$ cat src/rtl/rwdt_pkg.sv
// Constants and types shared by the runaway watchdog files
package rwdt_pkg;

   // Counter geometry
   localparam int          CNT_W         = 22;
   localparam int          TAP_W         = 2;

   // Register byte addresses on the APB port
   localparam int          ADDR_W        = 12;
   localparam logic [11:0] ADDR_MODE     = 12'h000;
   localparam logic [11:0] ADDR_CMD      = 12'h004;
   localparam logic [11:0] ADDR_STAT     = 12'h008;

   // Command codes written to watchdog_command
   localparam logic [7:0]  CODE_DISABLE  = 8'hb1;
   localparam logic [7:0]  CODE_CLEAR    = 8'h4e;

   // Field positions of watchdog_mode
   localparam int          MODE_EN_BIT   = 7;
   localparam int          MODE_TP_LSB   = 2;
   localparam int          MODE_I2_BIT   = 1;
   localparam int          MODE_RL_BIT   = 0;
   localparam logic [7:0]  MODE_WMASK    = 8'h8f;
   // Enable set, period 00, reset link off, partial_halt_mode run off
   localparam logic [7:0]  MODE_RST      = 8'h80;

   // Field positions of the status register
   localparam int          STAT_RUN_BIT  = 0;
   localparam int          STAT_DIS_BIT  = 1;
   localparam int          STAT_BREL_BIT = 2;
   localparam int          STAT_CNT_LSB  = 8;
   localparam int          STAT_CNT_W    = 8;

   // Overflow masks for taps fsys/2^15, 2^17, 2^19, 2^21
   localparam logic [21:0] TAP_MASK [4]  = '{22'h007fff, 22'h01ffff,
                                             22'h07ffff, 22'h1fffff};

   // Internal reset pulse length in states (pclk cycles)
   localparam int          RST_MIN_ST    = 22;
   localparam int          RST_MAX_ST    = 29;
   localparam int          RST_LEN_W     = 5;
   localparam logic [4:0]  RST_PULSE_CYC = 5'h18;

   // Reset pulse generator states
   typedef enum logic [1:0] {
      RWDT_ST_IDLE  = 2'b01,
      RWDT_ST_PULSE = 2'b10
   } rwdt_rst_state_t;

endpackage

$ cat src/rtl/rwdt_reset_pulse.sv
// Stretches a watchdog overflow into a fixed-length internal chip reset
`timescale 1ns/1ps
`default_nettype none
module rwdt_reset_pulse (
   input  wire logic pclk,
   input  wire logic presetn,
   input  wire logic trigger,
   output logic      chip_reset
);

   rwdt_pkg::rwdt_rst_state_t state_q;
   rwdt_pkg::rwdt_rst_state_t state_d;
   logic [4:0]                len_q;
   logic [4:0]                len_d;
   logic                      last_w;

   // Last cycle of the pulse reached
   assign last_w = (len_q == rwdt_pkg::RST_PULSE_CYC - 5'h01);

   // Triggers during a pulse are ignored so the length stays fixed
   always_comb begin
      state_d = state_q;
      len_d   = len_q;
      case (state_q)
         rwdt_pkg::RWDT_ST_IDLE: begin
            len_d = 5'h00;
            if (trigger) begin
               state_d = rwdt_pkg::RWDT_ST_PULSE;
            end
         end
         rwdt_pkg::RWDT_ST_PULSE: begin
            len_d = len_q + 5'h01;
            if (last_w) begin
               state_d = rwdt_pkg::RWDT_ST_IDLE;
               len_d   = 5'h00;
            end
         end
         default: begin
            state_d = rwdt_pkg::RWDT_ST_IDLE;
            len_d   = 5'h00;
         end
      endcase
   end

   // State and length registers
   always_ff @(posedge pclk or negedge presetn) begin
      if (!presetn) begin
         state_q <= rwdt_pkg::RWDT_ST_IDLE;
         len_q   <= 5'h00;
      end else begin
         state_q <= state_d;
         len_q   <= len_d;
      end
   end

   // Output taken from a flop to keep it glitch free
   always_ff @(posedge pclk or negedge presetn) begin
      if (!presetn) begin
         chip_reset <= 1'b0;
      end else begin
         chip_reset <= (state_d == rwdt_pkg::RWDT_ST_PULSE);
      end
   end

endmodule
`default_nettype wire

$ cat src/rtl/rwdt_top.sv
// Runaway watchdog: 22-stage counter, APB registers, NMI and reset link
//
// What this block does
// - A 22-bit binary up-counter advances once per pclk while running.
// - The two-bit period select picks the 2^15, 2^17, 2^19 or 2^21 tap.
// - Overflow of the chosen tap pulses the NMI and the timeout output.
// - With reset link set, overflow drives a chip reset of 22..29 cycles.
// - Reset sets the period select to 00, the shortest detection time.
// - Reset sets the enable bit to 1 so counting starts at once.
// - Counting is disabled only after enable is cleared and then B1h is written.
// - Writing the enable bit as 1 restarts a disabled watchdog.
// - Reset clears the reset link bit so overflow alone does not reset.
// - Writing 4Eh to the command register zeroes the counter.
// - The counter holds still in light halt and in stop mode.
// - The counter keeps running while the bus is released.
// - In partial halt the counter runs only with partial_halt_mode run enable set.
//
// Implementation choices: the APB interface to the registers and the address map.
`timescale 1ns/1ps
`default_nettype none
module rwdt_top (
   input  wire logic        pclk,
   input  wire logic        presetn,
   input  wire logic        psel,
   input  wire logic        penable,
   input  wire logic        pwrite,
   input  wire logic [11:0] paddr,
   input  wire logic [31:0] pwdata,
   output logic      [31:0] prdata,
   output logic             pready,
   output logic             pslverr,
   input  wire logic        light_halt_mode,
   input  wire logic        stop_mode,
   input  wire logic        partial_halt_mode,
   input  wire logic        bus_release_ack_n,
   output logic             watchdog_nmi,
   output logic             watchdog_timeout,
   output logic             chip_reset
);

   logic [21:0] cnt_q;
   logic [21:0] cnt_d;
   logic [7:0]  mode_q;
   logic [7:0]  mode_d;
   logic        disabled_q;
   logic        disabled_d;
   logic [31:0] rd_val;

   // APB decode
   wire         setup_w  = psel & penable & ~pready;
   wire         access_w = psel & penable & pready;
   wire         sel_mode = (paddr == rwdt_pkg::ADDR_MODE);
   wire         sel_cmd  = (paddr == rwdt_pkg::ADDR_CMD);
   wire         sel_stat = (paddr == rwdt_pkg::ADDR_STAT);
   wire         mapped_w = sel_mode | sel_cmd | sel_stat;
   wire         wr_mode  = access_w & pwrite & sel_mode;
   wire         wr_cmd   = access_w & pwrite & sel_cmd;
   wire         bad_w    = ~mapped_w | (pwrite & sel_stat);

   // Command decode; unknown codes fall through to nothing
   wire         clr_hit  = wr_cmd & (pwdata[7:0] == rwdt_pkg::CODE_CLEAR);
   wire         dis_hit  = wr_cmd & (pwdata[7:0] == rwdt_pkg::CODE_DISABLE);

   // Mode fields
   wire         en_bit   = mode_q[rwdt_pkg::MODE_EN_BIT];
   wire         i2_bit   = mode_q[rwdt_pkg::MODE_I2_BIT];
   wire         rl_bit   = mode_q[rwdt_pkg::MODE_RL_BIT];
   wire [1:0]   tp_sel   = mode_q[rwdt_pkg::MODE_TP_LSB +: rwdt_pkg::TAP_W];
   wire [21:0]  tap_mask = rwdt_pkg::TAP_MASK[tp_sel];

   // Run gating: bus release is deliberately absent from this term
   wire         halt_w   = light_halt_mode | stop_mode;
   wire         i2_stop  = partial_halt_mode & ~i2_bit;
   wire         run_w    = ~disabled_q & ~halt_w & ~i2_stop;

   // Overflow of the selected tap; the clear write wins over it
   wire         ovf_w    = run_w & ~clr_hit &
                           ((cnt_q & tap_mask) == tap_mask);

   // Counter next value
   assign cnt_d = clr_hit ? 22'h000000 :
                  run_w   ? cnt_q + 22'h000001 : cnt_q;

   // Reserved mode bits stay zero
   assign mode_d = wr_mode ? (pwdata[7:0] & rwdt_pkg::MODE_WMASK) : mode_q;

   // Disable needs enable cleared first; enable write re-arms at once
   assign disabled_d = (wr_mode & pwdata[rwdt_pkg::MODE_EN_BIT]) ? 1'b0 :
                       (dis_hit & ~en_bit) ? 1'b1 :
                       disabled_q;

   // Read mux
   assign rd_val = sel_mode ? {24'h000000, mode_q} :
                   sel_stat ? {16'h0000,
                               cnt_q[rwdt_pkg::CNT_W-1 -: rwdt_pkg::STAT_CNT_W],
                               5'h00, ~bus_release_ack_n,
                               disabled_q, run_w} :
                   32'h00000000;

   // Counter register
   always_ff @(posedge pclk or negedge presetn) begin
      if (!presetn) begin
         cnt_q <= 22'h000000;
      end else begin
         cnt_q <= cnt_d;
      end
   end

   // Mode register and disable state
   always_ff @(posedge pclk or negedge presetn) begin
      if (!presetn) begin
         mode_q     <= rwdt_pkg::MODE_RST;
         disabled_q <= 1'b0;
      end else begin
         mode_q     <= mode_d;
         disabled_q <= disabled_d;
      end
   end

   // One wait state: ready rises in the second access cycle
   always_ff @(posedge pclk or negedge presetn) begin
      if (!presetn) begin
         pready  <= 1'b0;
         pslverr <= 1'b0;
      end else begin
         pready  <= setup_w;
         pslverr <= setup_w & bad_w;
      end
   end

   // Read data captured before ready so it comes from a flop
   always_ff @(posedge pclk or negedge presetn) begin
      if (!presetn) begin
         prdata <= 32'h00000000;
      end else if (setup_w & ~pwrite) begin
         prdata <= rd_val;
      end
   end

   // Event outputs, one cycle each
   always_ff @(posedge pclk or negedge presetn) begin
      if (!presetn) begin
         watchdog_nmi     <= 1'b0;
         watchdog_timeout <= 1'b0;
      end else begin
         watchdog_nmi     <= ovf_w;
         watchdog_timeout <= ovf_w;
      end
   end

   // Reset link is gated here so the pulse block stays generic
   rwdt_reset_pulse u_rst (
      .pclk       (pclk),
      .presetn    (presetn),
      .trigger    (ovf_w & rl_bit),
      .chip_reset (chip_reset)
   );

   // Helper: length of the current chip reset pulse
   logic [4:0] rst_len_q;
   always_ff @(posedge pclk or negedge presetn) begin
      if (!presetn) begin
         rst_len_q <= 5'h00;
      end else if (chip_reset) begin
         rst_len_q <= rst_len_q + 5'h01;
      end else begin
         rst_len_q <= 5'h00;
      end
   end
endmodule
`default_nettype wire

$ cat config.mk
export PLATFORM = sky130hd
export DESIGN_NAME = rwdt_top
export DESIGN_NICKNAME = d
export VERILOG_FILES = /design/src/rtl/rwdt_pkg.sv /design/src/rtl/rwdt_reset_pulse.sv /design/src/rtl/rwdt_top.sv
export SDC_FILE = /design/constraint.sdc
export NUM_CORES = 1
export LEC_CHECK = 0
export ABC_AREA = 1
export ABC_CLOCK_PERIOD_IN_PS = 1300
export BUFFER_PORTS_ARGS = -buffer_cell sky130_fd_sc_hd__buf_2
export CAP_MARGIN = 20
export CORE_ASPECT_RATIO = 0.75
export CORE_MARGIN = 5
export CORE_UTILIZATION = 46
export DETAILED_ROUTE_END_ITERATION = 8
export MAX_ROUTING_LAYER = met4
export PLACE_DENSITY = 0.78
export REMOVE_ABC_BUFFERS = 1
export SETUP_SLACK_MARGIN = 0.15
export SYNTH_ARGS = -nofsm -noshare
export SYNTH_HDL_FRONTEND = slang
export SYNTH_SLANG_ARGS = --single-unit
$ cat constraint.sdc
create_clock -name pclk -period 1.3 [get_ports pclk]
set_input_delay 0.065 -clock pclk [delete_from_list [all_inputs] [get_ports pclk]]
set_output_delay 0.065 -clock pclk [all_outputs]
set_load 0.02 [all_outputs]
[After elaboration in Yosys (flattened, before gate mapping)]
Cells that the tools add are included.
Word-level totals
  bits of input ports: 53
  output and inout port bits: 37
  logic and storage cells: 74
  bits in registers: 71
Cells by class
  add/sub/neg operators: 2
  reductions and logical operators: 3
  multiplexer cells: 14
  bitwise operators: 35
  eq/ne operators: 9
  order comparisons: 1
Operators by type and width (number)
  $mux W22: 4
  $bmux W22 S2: 1
  $mux W16: 2
  $add A22 B1 Y22 const B: 1
  $and A22 B22 Y22: 1
  $eq A22 B22 Y1: 1
  $and A1 B1 Y1: 19
  $eq A12 B3 Y1 const B: 1
  $eq A12 B4 Y1 const B: 1
  $logic_not A12 Y1: 1
  $mux W5: 2
  $not A1 Y1: 10
  $eq A8 B7 Y1 const B: 1
  $eq A8 B8 Y1 const B: 1
  $add A5 B1 Y5 const B: 1
  $eq A5 B5 Y1 const B: 1
  $eq A2 B2 Y1 const B: 2
  $mux W2: 2
  $or A1 B1 Y1: 4
  $pmux W2 S2: 1
  $reduce_bool A2 Y1: 2
  $ge A3 B3 Y1 const B: 1
  $not A2 Y3: 1
  $eq A2 B1 Y1 const B: 1
  $mux W1: 2

[Logic depth before layout (Yosys ltp)]
Gate-level depths: netlist of run 1.
  word-level depth: 12
  depth in mapped cells: 11

[Modules after synthesis]
Synthesis of run 1 repeated with hierarchy kept, for this count alone.
Second synthesis, totals
  cell total of the unflattened synthesis: 395
  area total of the unflattened synthesis: 3020.4 sq um
By module, submodules not included
  rwdt_top: cells an instance 351, instances 1, area an instance 2616.3 sq um
  rwdt_reset_pulse: cells an instance 44, instances 1, area an instance 404.1 sq um

[Worst setup path before layout of run 1]
Ideal clock, no wire load.
  kind: register to register
  start: register cnt_q[0]
  end: register cnt_q[14]
  buffers on the path: 0
  setup time: 119 ps
  clock period less this slack: 1401 ps
  setup slack: -101 ps
  data arrival time: 1282 ps
  stages on the path, launching flop included: 11
  cell sequence: dfrtp_1 -> ha_1 -> nand2_1 -> inv_1 -> nand2_2 -> nor2_2 -> nand2_2 -> nor2_2 -> nand2_1 -> o21ai_1 -> nor2_1
On the way
  word-level cells in the longest chain between the ends: 3
RTL lines
  start, declared: RTL line rwdt_top.sv:41  | logic [21:0] cnt_q;
  start signal, assigned: RTL line rwdt_top.sv:105  | cnt_q <= cnt_d;
  $add A22 B1 Y22: RTL line rwdt_top.sv:82  | run_w ? cnt_q + 22'h000001 : cnt_q;
  $mux W22: RTL line rwdt_top.sv:82
  $mux W22: RTL line rwdt_top.sv:81  | assign cnt_d = clr_hit ? 22'h000000 :
No other way between the ends. The select of a mux whose other input is x is not followed.
A chain may end at the register's enable or synchronous reset.

[Worst setup path in the final report of run 1]
  start: register pready
  end: register cnt_q[0]
On the way
  word-level cells in the longest chain between the ends: 5
  elaborated cells on any way between the ends: 6
RTL lines
  start, declared: RTL line rwdt_top.sv:30  | output logic pready,
  start signal, assigned: RTL line rwdt_top.sv:126  | pready <= setup_w;
  $and A1 B1 Y1 *: RTL line rwdt_top.sv:51  | wire access_w = psel & penable & pready;
  $and A1 B1 Y1 * (2 in a row): RTL line rwdt_top.sv:57  | wire wr_cmd = access_w & pwrite & sel_cmd;
  $and A1 B1 Y1 *: RTL line rwdt_top.sv:61  | wire clr_hit = wr_cmd & (pwdata[7:0] == rwdt_pkg::CODE_CLEAR);
  $mux W22 / $reduce_bool A2 Y1 (equally long branches)
Mark *: on every way between the ends. The rest lies on a longest branch, timed or not.

==> results.sh, run 1 <==
export IMPL_netlist_area_leader_share=0.429
export IMPL_ios=90
export IMPL_grt_start_max_net_pins=53
export IMPL_fin_ws_ns=-0.204
export IMPL_yosysTopAreaCell="dfrtp_1"
export IMPL_cts_buffers_inserted=5
export IMPL_leakage_nw=2.20
export IMPL_synthesis_instances=359
export IMPL_die_area_sq_mm=0.00804
export IMPL_core_area_sq_mm=0.00622
export IMPL_end_kind="flop"
export IMPL_dp_cells=530
export IMPL_syn_area_sq_mm=0.00291
export IMPL_clock_tree_buffer_depth=2
export IMPL_remaining_drc_errors=0
export IMPL_crit_path_max_fanout=4
export IMPL_ys_types=39
export IMPL_cp_top_family="simple AND/OR/NAND/NOR gates"
export IMPL_startpoint_type="flop"
export IMPL_grt_pass1_vias=2879
export IMPL_max_freq_mhz=665
export IMPL_dpl_hpwl_mm=5.52
export IMPL_status="finished with violations"
export IMPL_grt_overflow=0
export IMPL_die_y_microns=78.9
export IMPL_postRouteAntennaNets=0
export IMPL_layout_common_cells="buf_4, dfrtp_1, nand2_1"
export IMPL_cts_tree="built"
export IMPL_routabilityCongestion=0.887
export IMPL_nets=547
export IMPL_timing_hold_violations_final=0
export IMPL_hold_path_class="in -> reg"
export IMPL_wl_mm=9.04
export IMPL_violations="negative setup slack"
export IMPL_arrival_ns=1.71
export IMPL_avgSynthCellArea_sq_um=8.12
export IMPL_cts_max_level=2
export IMPL_ys_warn_count=0
export IMPL_final_common_cell="buf_4"
export IMPL_layout_drive_gt1_share=0.485
export IMPL_vias_per_cell=5.26
export IMPL_synthTopCellsByArea="dfrtp_1, nand2_1, inv_1, buf_4, nor2_1"
export IMPL_cts_root_buf="clkbuf_8"
export IMPL_rsz0062_at_grt="true"
export IMPL_ir_drop_mv=0.822
export IMPL_grt_pass1_wl_mm=12.8
export IMPL_dr_pass1_iters=5
export IMPL_crit_slowest_cell="dfrtp_1"
export IMPL_crit_chain="inv_2 > nor3_4 > nand4_1 > nand2_1 > inv_2 > nand2_1 > o21ai_0"
export IMPL_grt_usage=0.207
export IMPL_area_delta_synth_final_pct=50.2
export IMPL_clk_insertion_delay_late_ns=0.33
export IMPL_final_cells=572
export IMPL_antenna_found_initial=0
export IMPL_wl_per_cell_microns=15.8
export IMPL_worstSetupPathType="reg -> reg"
export IMPL_ys_seq_area_frac=0.447
export IMPL_post_route_period_util=1.16
export IMPL_slew_violations=0
export IMPL_vias=3009
export IMPL_setup_viol=46
export IMPL_die_w_microns=102
export IMPL_min_period_ns=1.50
export IMPL_antennaDiodeCount=0
export IMPL_n_fill_cell=423
export IMPL_numClockSinks=52
export IMPL_skew_ns=0.00786
export IMPL_ys_ff_latch=52
export IMPL_clk_pin_slew_worst_paths_ns=0.10
export IMPL_crit_buf_inv=2
export IMPL_power_density_mw_per_mm2=952
export IMPL_crit_required_ns=1.51
export IMPL_drt_iter0_markers=130
export IMPL_whs_ns=0.0828
export IMPL_placementRows=25
export IMPL_io_buffers=46
export IMPL_cp_slowest_stage_delay_ns=0.39
export IMPL_start_util=0.468
export IMPL_drv_cap=0
==> metal layers <==
layer | up-vias | track usage | part of all wire
met3 | 24 | 0.0386 | 0.067
met5 | - | - | 0
met2 | 137 | 0.342 | 0.51
met4 | 0 | 0.0760 | 0.019
met1 | 1449 | 0.255 | 0.40
li1 | 1399 | - | -
==> cells by family (layout without fill, tap and decap cells) <==
| family | Yosys count | after routing | synth area share |
|---|---|---|---|
| xor gates and xnor gates | 4 | 4 | 0.0120 |
| adders and majority gates | 4 | 4 | 0.0172 |
| and+or+nand+nor | 169 | 170 | 0.278 |
| buffers and inverters | 76 | 189 | 0.128 |
| AOI/OAI and AO/OA | 53 | 53 | 0.116 |
| DFF | 52 | 52 | 0.447 |
| other | 1 | 19 | 0.00129 |
==> synthesized netlist by cell type <==
library cell  instances
xor2_1                3
a2bb2oi_2             1
a21oi_1              14
buf_2                 1
nor2_4                5
o311ai_0              2
nand3_1              20
a221oi_1              1
nor4_1                1
ha_1                  4
xnor2_1               1
nor3_2                2
o21ai_2               1
and3_1                1
o21ai_1               2
clkinv_1              1
dfrtp_1              50
nand4_1              12
a22o_1                8
nor2_1               41
a21o_1                1
nor3_1                8
o31ai_1               3
nor2_2                6
conb_1                1
or2_2                 1
buf_6                 1
inv_2                 4
a2111oi_0             1
o21ai_0              18
and2_1                1
buf_4                21
nand3_2               1
nor3_4                1
dfstp_2               2
nand2_1              62
inv_1                48
nand2_2               7
o2bb2ai_1             1
==> power by group <==
part	switching (W)	internal, W
clock	0.000593	0.000583
sequential	0.000112	0.00173
combinational	0.000625	0.000523
==> stage by stage <==
| step | utilization | area (sq um) | setup slack [ns] | TNS [ns] | power [W] |
|---|---|---|---|---|---|
| 6_report | 0.703 | 4380 | -0.204 | -6.08 | 0.00417 |
| 5_1_grt | 0.703 | 4380 | -0.283 | -8.91 | 0.00434 |
| 4_1_cts | 0.647 | 4030 | -0.183 | -1.79 | 0.00400 |
| 3_5_place_dp | 0.567 | 3530 | -0.172 | -2.21 | 0.00270 |
| 3_3_place_gp | 0.567 | 3530 | -0.163 | -1.68 | 0.00266 |
| 2_1_floorplan | - | 2810 | -0.368 | -5.98 | 0.00225 |
==> sequential cells by signal, summed over array words and instances, names as in the netlist <==
signal	cells
cnt_q	22
prdata	13
mode_q	5
u_rst.len_q	5
u_rst.state_q	2
disabled_q	1
pready	1
pslverr	1
u_rst.chip_reset	1
watchdog_nmi	1
==> tightest hold or removal path: cells and delay by family <==
kind                   cells  cell delay (ns)
AND/OR/NAND/NOR            2             0.15
AO/OA/AOI/OAI              1             0.06
buffers and inverters      1             0.11
==> final timing paths <==
path,to,cells past startpoint,from,slack (ns)
worst min-delay path,disabled_q$_DFFE_PN0P_,4,pwdata[1],0.08
worst max-delay path,cnt_q[0]$_DFFE_PN0P_,7,pready$_DFF_PN0_,-0.20
max in group asynchronous,u_rst.state_q[0]$_DFF_PN1_,3,presetn,0.76
worst max register to register,cnt_q[0]$_DFFE_PN0P_,7,pready$_DFF_PN0_,-0.20
min in group asynchronous,prdata[7]$_DFFE_PN0P_,3,presetn,0.27
worst min register to register,prdata[13]$_DFFE_PN0P_,1,prdata[13]$_DFFE_PN0P_,0.51
==> what timing repair did <==
| item | CTS | global route |
|---|---|---|
| resized for setup | 66 | 73 |
| endpoints found under the setup margin | 51 | 52 |
| buffers inserted | 12 | 13 |
| cloned | 2 | 0 |
| pin swaps | 22 | 30 |
| hold buffers | 7 | 0 |
| hold endpoints to repair | 58 | 0 |
==> cell type report <==
cell class | count | area [sq um] | area share
sequential | 52 | 1300 | 0.298
timing repair buffer | 128 | 986 | 0.225
clock buffer | 6 | 72.6 | 0.0166
multi-input combinational | 250 | 1670 | 0.382
inverter | 53 | 201 | 0.0460
clock inverter | 2 | 38.8 | 0.00886
tap | 81 | 101 | 0.0232
No activity file was read; power rests on OpenSTA's default activity.
==> inputs of run 2 (changes only) <==
- CELL_PAD_IN_SITES_DETAIL_PLACEMENT: not set -> 1
- CELL_PAD_IN_SITES_GLOBAL_PLACEMENT: not set -> 2
- CORE_UTILIZATION: 46 -> 26
==> results.sh, run 2 (synthesis results as in run 1) <==
export IMPL_status="finished with violations"
export IMPL_violations="negative setup slack"
export IMPL_layout_common_cells="buf_4, dfrtp_1, buf_2"
export IMPL_cts_root_buf="clkbuf_16"
export IMPL_setup_viol=42
export IMPL_worstHoldEndpoint="mode_q[0]$_DFFE_PN0P_"
export IMPL_final_common_cell="buf_4"
export IMPL_end_kind="flop"
export IMPL_dp_slack_ns=-0.194
export IMPL_reg2reg_to="cnt_q[16]$_DFFE_PN0P_"
export IMPL_slew_violations=0
export IMPL_power_density_mw_per_mm2=955
export IMPL_cts_buffers_inserted=5
export IMPL_die_area_sq_mm=0.0134
export IMPL_wl_per_cell_microns=16.3
export IMPL_clk_pin_slew_worst_paths_ns=0.07
export IMPL_tightest_slew_ns=0.513
export IMPL_final_cells=649
export IMPL_die_w_microns=132
export IMPL_placementRows=33
export IMPL_nets=565
export IMPL_start_util=0.266
export IMPL_fin_ws_ns=-0.237
export IMPL_numClockSinks=52
export IMPL_grt_overflow=0
export IMPL_wl_mm=10.5
export IMPL_r2r_cells=8
export IMPL_max_freq_mhz=651
export IMPL_dpl_hpwl_mm=7.32
export IMPL_dr_pass1_iters=4
export IMPL_die_y_microns=102
export IMPL_skew_ns=0.00586
export IMPL_ios=90
export IMPL_grt_start_max_net_pins=23
export IMPL_io_buffers=46
export IMPL_vias_per_cell=4.55
export IMPL_rsz0062_at_grt="true"
export IMPL_remaining_drc_errors=0
export IMPL_place_area_sq_mm=0.00377
export IMPL_clock_tree_buffer_depth=2
export IMPL_antennaDiodeCount=0
export IMPL_grt_usage=0.153
export IMPL_routabilityCongestion=0.803
export IMPL_design_area_sq_mm=0.00481
export IMPL_largest_reg_flops=22
export IMPL_min_path_cells=4
export IMPL_grt_pass1_wl_mm=16.0
export IMPL_min_period_ns=1.54
export IMPL_postRouteAntennaNets=0
export IMPL_core_area_sq_mm=0.0109
export IMPL_dp_cells=606
export IMPL_worstSetupPathType="reg -> reg"
export IMPL_area_delta_synth_final_pct=65.2
export IMPL_post_route_period_util=1.18
export IMPL_layout_drive_gt1_share=0.560
export IMPL_n_fill_cell=1279
export IMPL_arrival_ns=1.73
export IMPL_hold_path_class="in -> reg"
export IMPL_crit_path_max_fanout=3
export IMPL_crit_required_ns=1.49
export IMPL_cts_max_level=2
export IMPL_cts_tree="built"
export IMPL_startpoint_type="flop"
export IMPL_hp_start="pwdata[0]"
export IMPL_antenna_found_initial=0
export IMPL_grt_pass1_vias=3153
export IMPL_ir_drop_mv=0.517
export IMPL_timing_hold_violations_final=0
export IMPL_max_slew_margin=0.655
export IMPL_drv_cap=0
export IMPL_drt_iter0_markers=153
export IMPL_leakage_nw=2.39
export IMPL_largest_register="cnt_q"
export IMPL_reg_top3="cnt_q (22), prdata (13)"
export IMPL_r2r_start="cnt_q[0]$_DFFE_PN0P_"
export IMPL_vias=2953
export IMPL_r2r_slack_ns=-0.24
export IMPL_clk_insertion_delay_late_ns=0.30
==> run 2: cell types whose count changed in the layout (fill, tap and decap cells not counted), sizes merged <==
cell,delta
nor2,-1
buf,+24
clkinvlp,+2
bufinv,-1
clkinv,+2
dlygate4sd3,-5
inv,-3
==> run 2: worst max path at each step <==
stage	startpoint	endpoint	slack [ns]	cells past startpoint
after floorplan	pready$_DFF_PN0_	cnt_q[0]$_DFFE_PN0P_	-0.37	7
after global placement	cnt_q[0]$_DFFE_PN0P_	u_rst.chip_reset$_DFF_PN0_	-0.11	11
after detailed placement	cnt_q[1]$_DFFE_PN0P_	u_rst.chip_reset$_DFF_PN0_	-0.19	11
after CTS	cnt_q[1]$_DFFE_PN0P_	u_rst.chip_reset$_DFF_PN0_	-0.16	11
after global routing	cnt_q[0]$_DFFE_PN0P_	cnt_q[17]$_DFFE_PN0P_	-0.31	9
final	cnt_q[0]$_DFFE_PN0P_	cnt_q[16]$_DFFE_PN0P_	-0.24	8
==> run 2: final cells by class <==
class                           count  area, sq um  share of cell area
Timing Repair Buffer              147         1190               0.247
Multi-Input combinational cell    249         1790               0.371
Sequential cell                    52         1310               0.272
Clock buffer                        6          129              0.0268
Clock inverter                      2         16.3             0.00338
Inverter                           53          209              0.0434
Tap cell                          140          175              0.0364
==> run 2: power breakdown <==
part / total (W) / switching (W) / internal, W
Sequential: 0.00189 / 0.000151 / 0.00174
Clock: 0.00134 / 0.000624 / 0.000720
Combinational: 0.00136 / 0.000736 / 0.000623
Total: 0.00459 / 0.00151 / 0.00308
==> run 2: critical path, stage by stage, from the launching register on <==
cell	delay (ns)
dfrtp_1	0.37
ha_2	0.20
buf_4	0.11
buf_6	0.09
and3_4	0.19
nand4_1	0.14
xor2_1	0.20
nand3_1	0.07
o21ai_1	0.06
==> run 2: timing repair <==
item | CTS | global route
endpoints found under the hold margin | 16 | 0
gates cloned | 1 | 0
setup endpoints to repair | 49 | 52
setup buffers | 16 | 16
gates resized for setup | 104 | 73
pin swaps | 35 | 39
hold buffers | 2 | 0
==> run 2: through the flow <==
| step | setup TNS (ns) | hold slack (ns) | utilization | power (W) |
|---|---|---|---|---|
| 3_3_place_gp | -1.80 | 0.0449 | 0.345 | 0.00266 |
| 5_1_grt | -8.02 | 0.0982 | 0.440 | 0.00481 |
| 4_1_cts | -2.47 | 0.0870 | 0.400 | 0.00430 |
| 2_1_floorplan | -5.98 | -0.231 | - | 0.00225 |
| 3_5_place_dp | -3.35 | 0.0566 | 0.345 | 0.00270 |
| 6_report | -4.26 | 0.0753 | 0.440 | 0.00459 |
==> run 2: routing by layer <==
metal | part of all wire | track usage | wire length [microns] | up-vias
met4 | 0.011 | 0.0329 | 121 | 0
li1 | - | - | - | 1434
met5 | 0 | - | 0 | -
met2 | 0.50 | 0.258 | 5290 | 67
met1 | 0.46 | 0.195 | 4830 | 1440
met3 | 0.030 | 0.0243 | 312 | 12
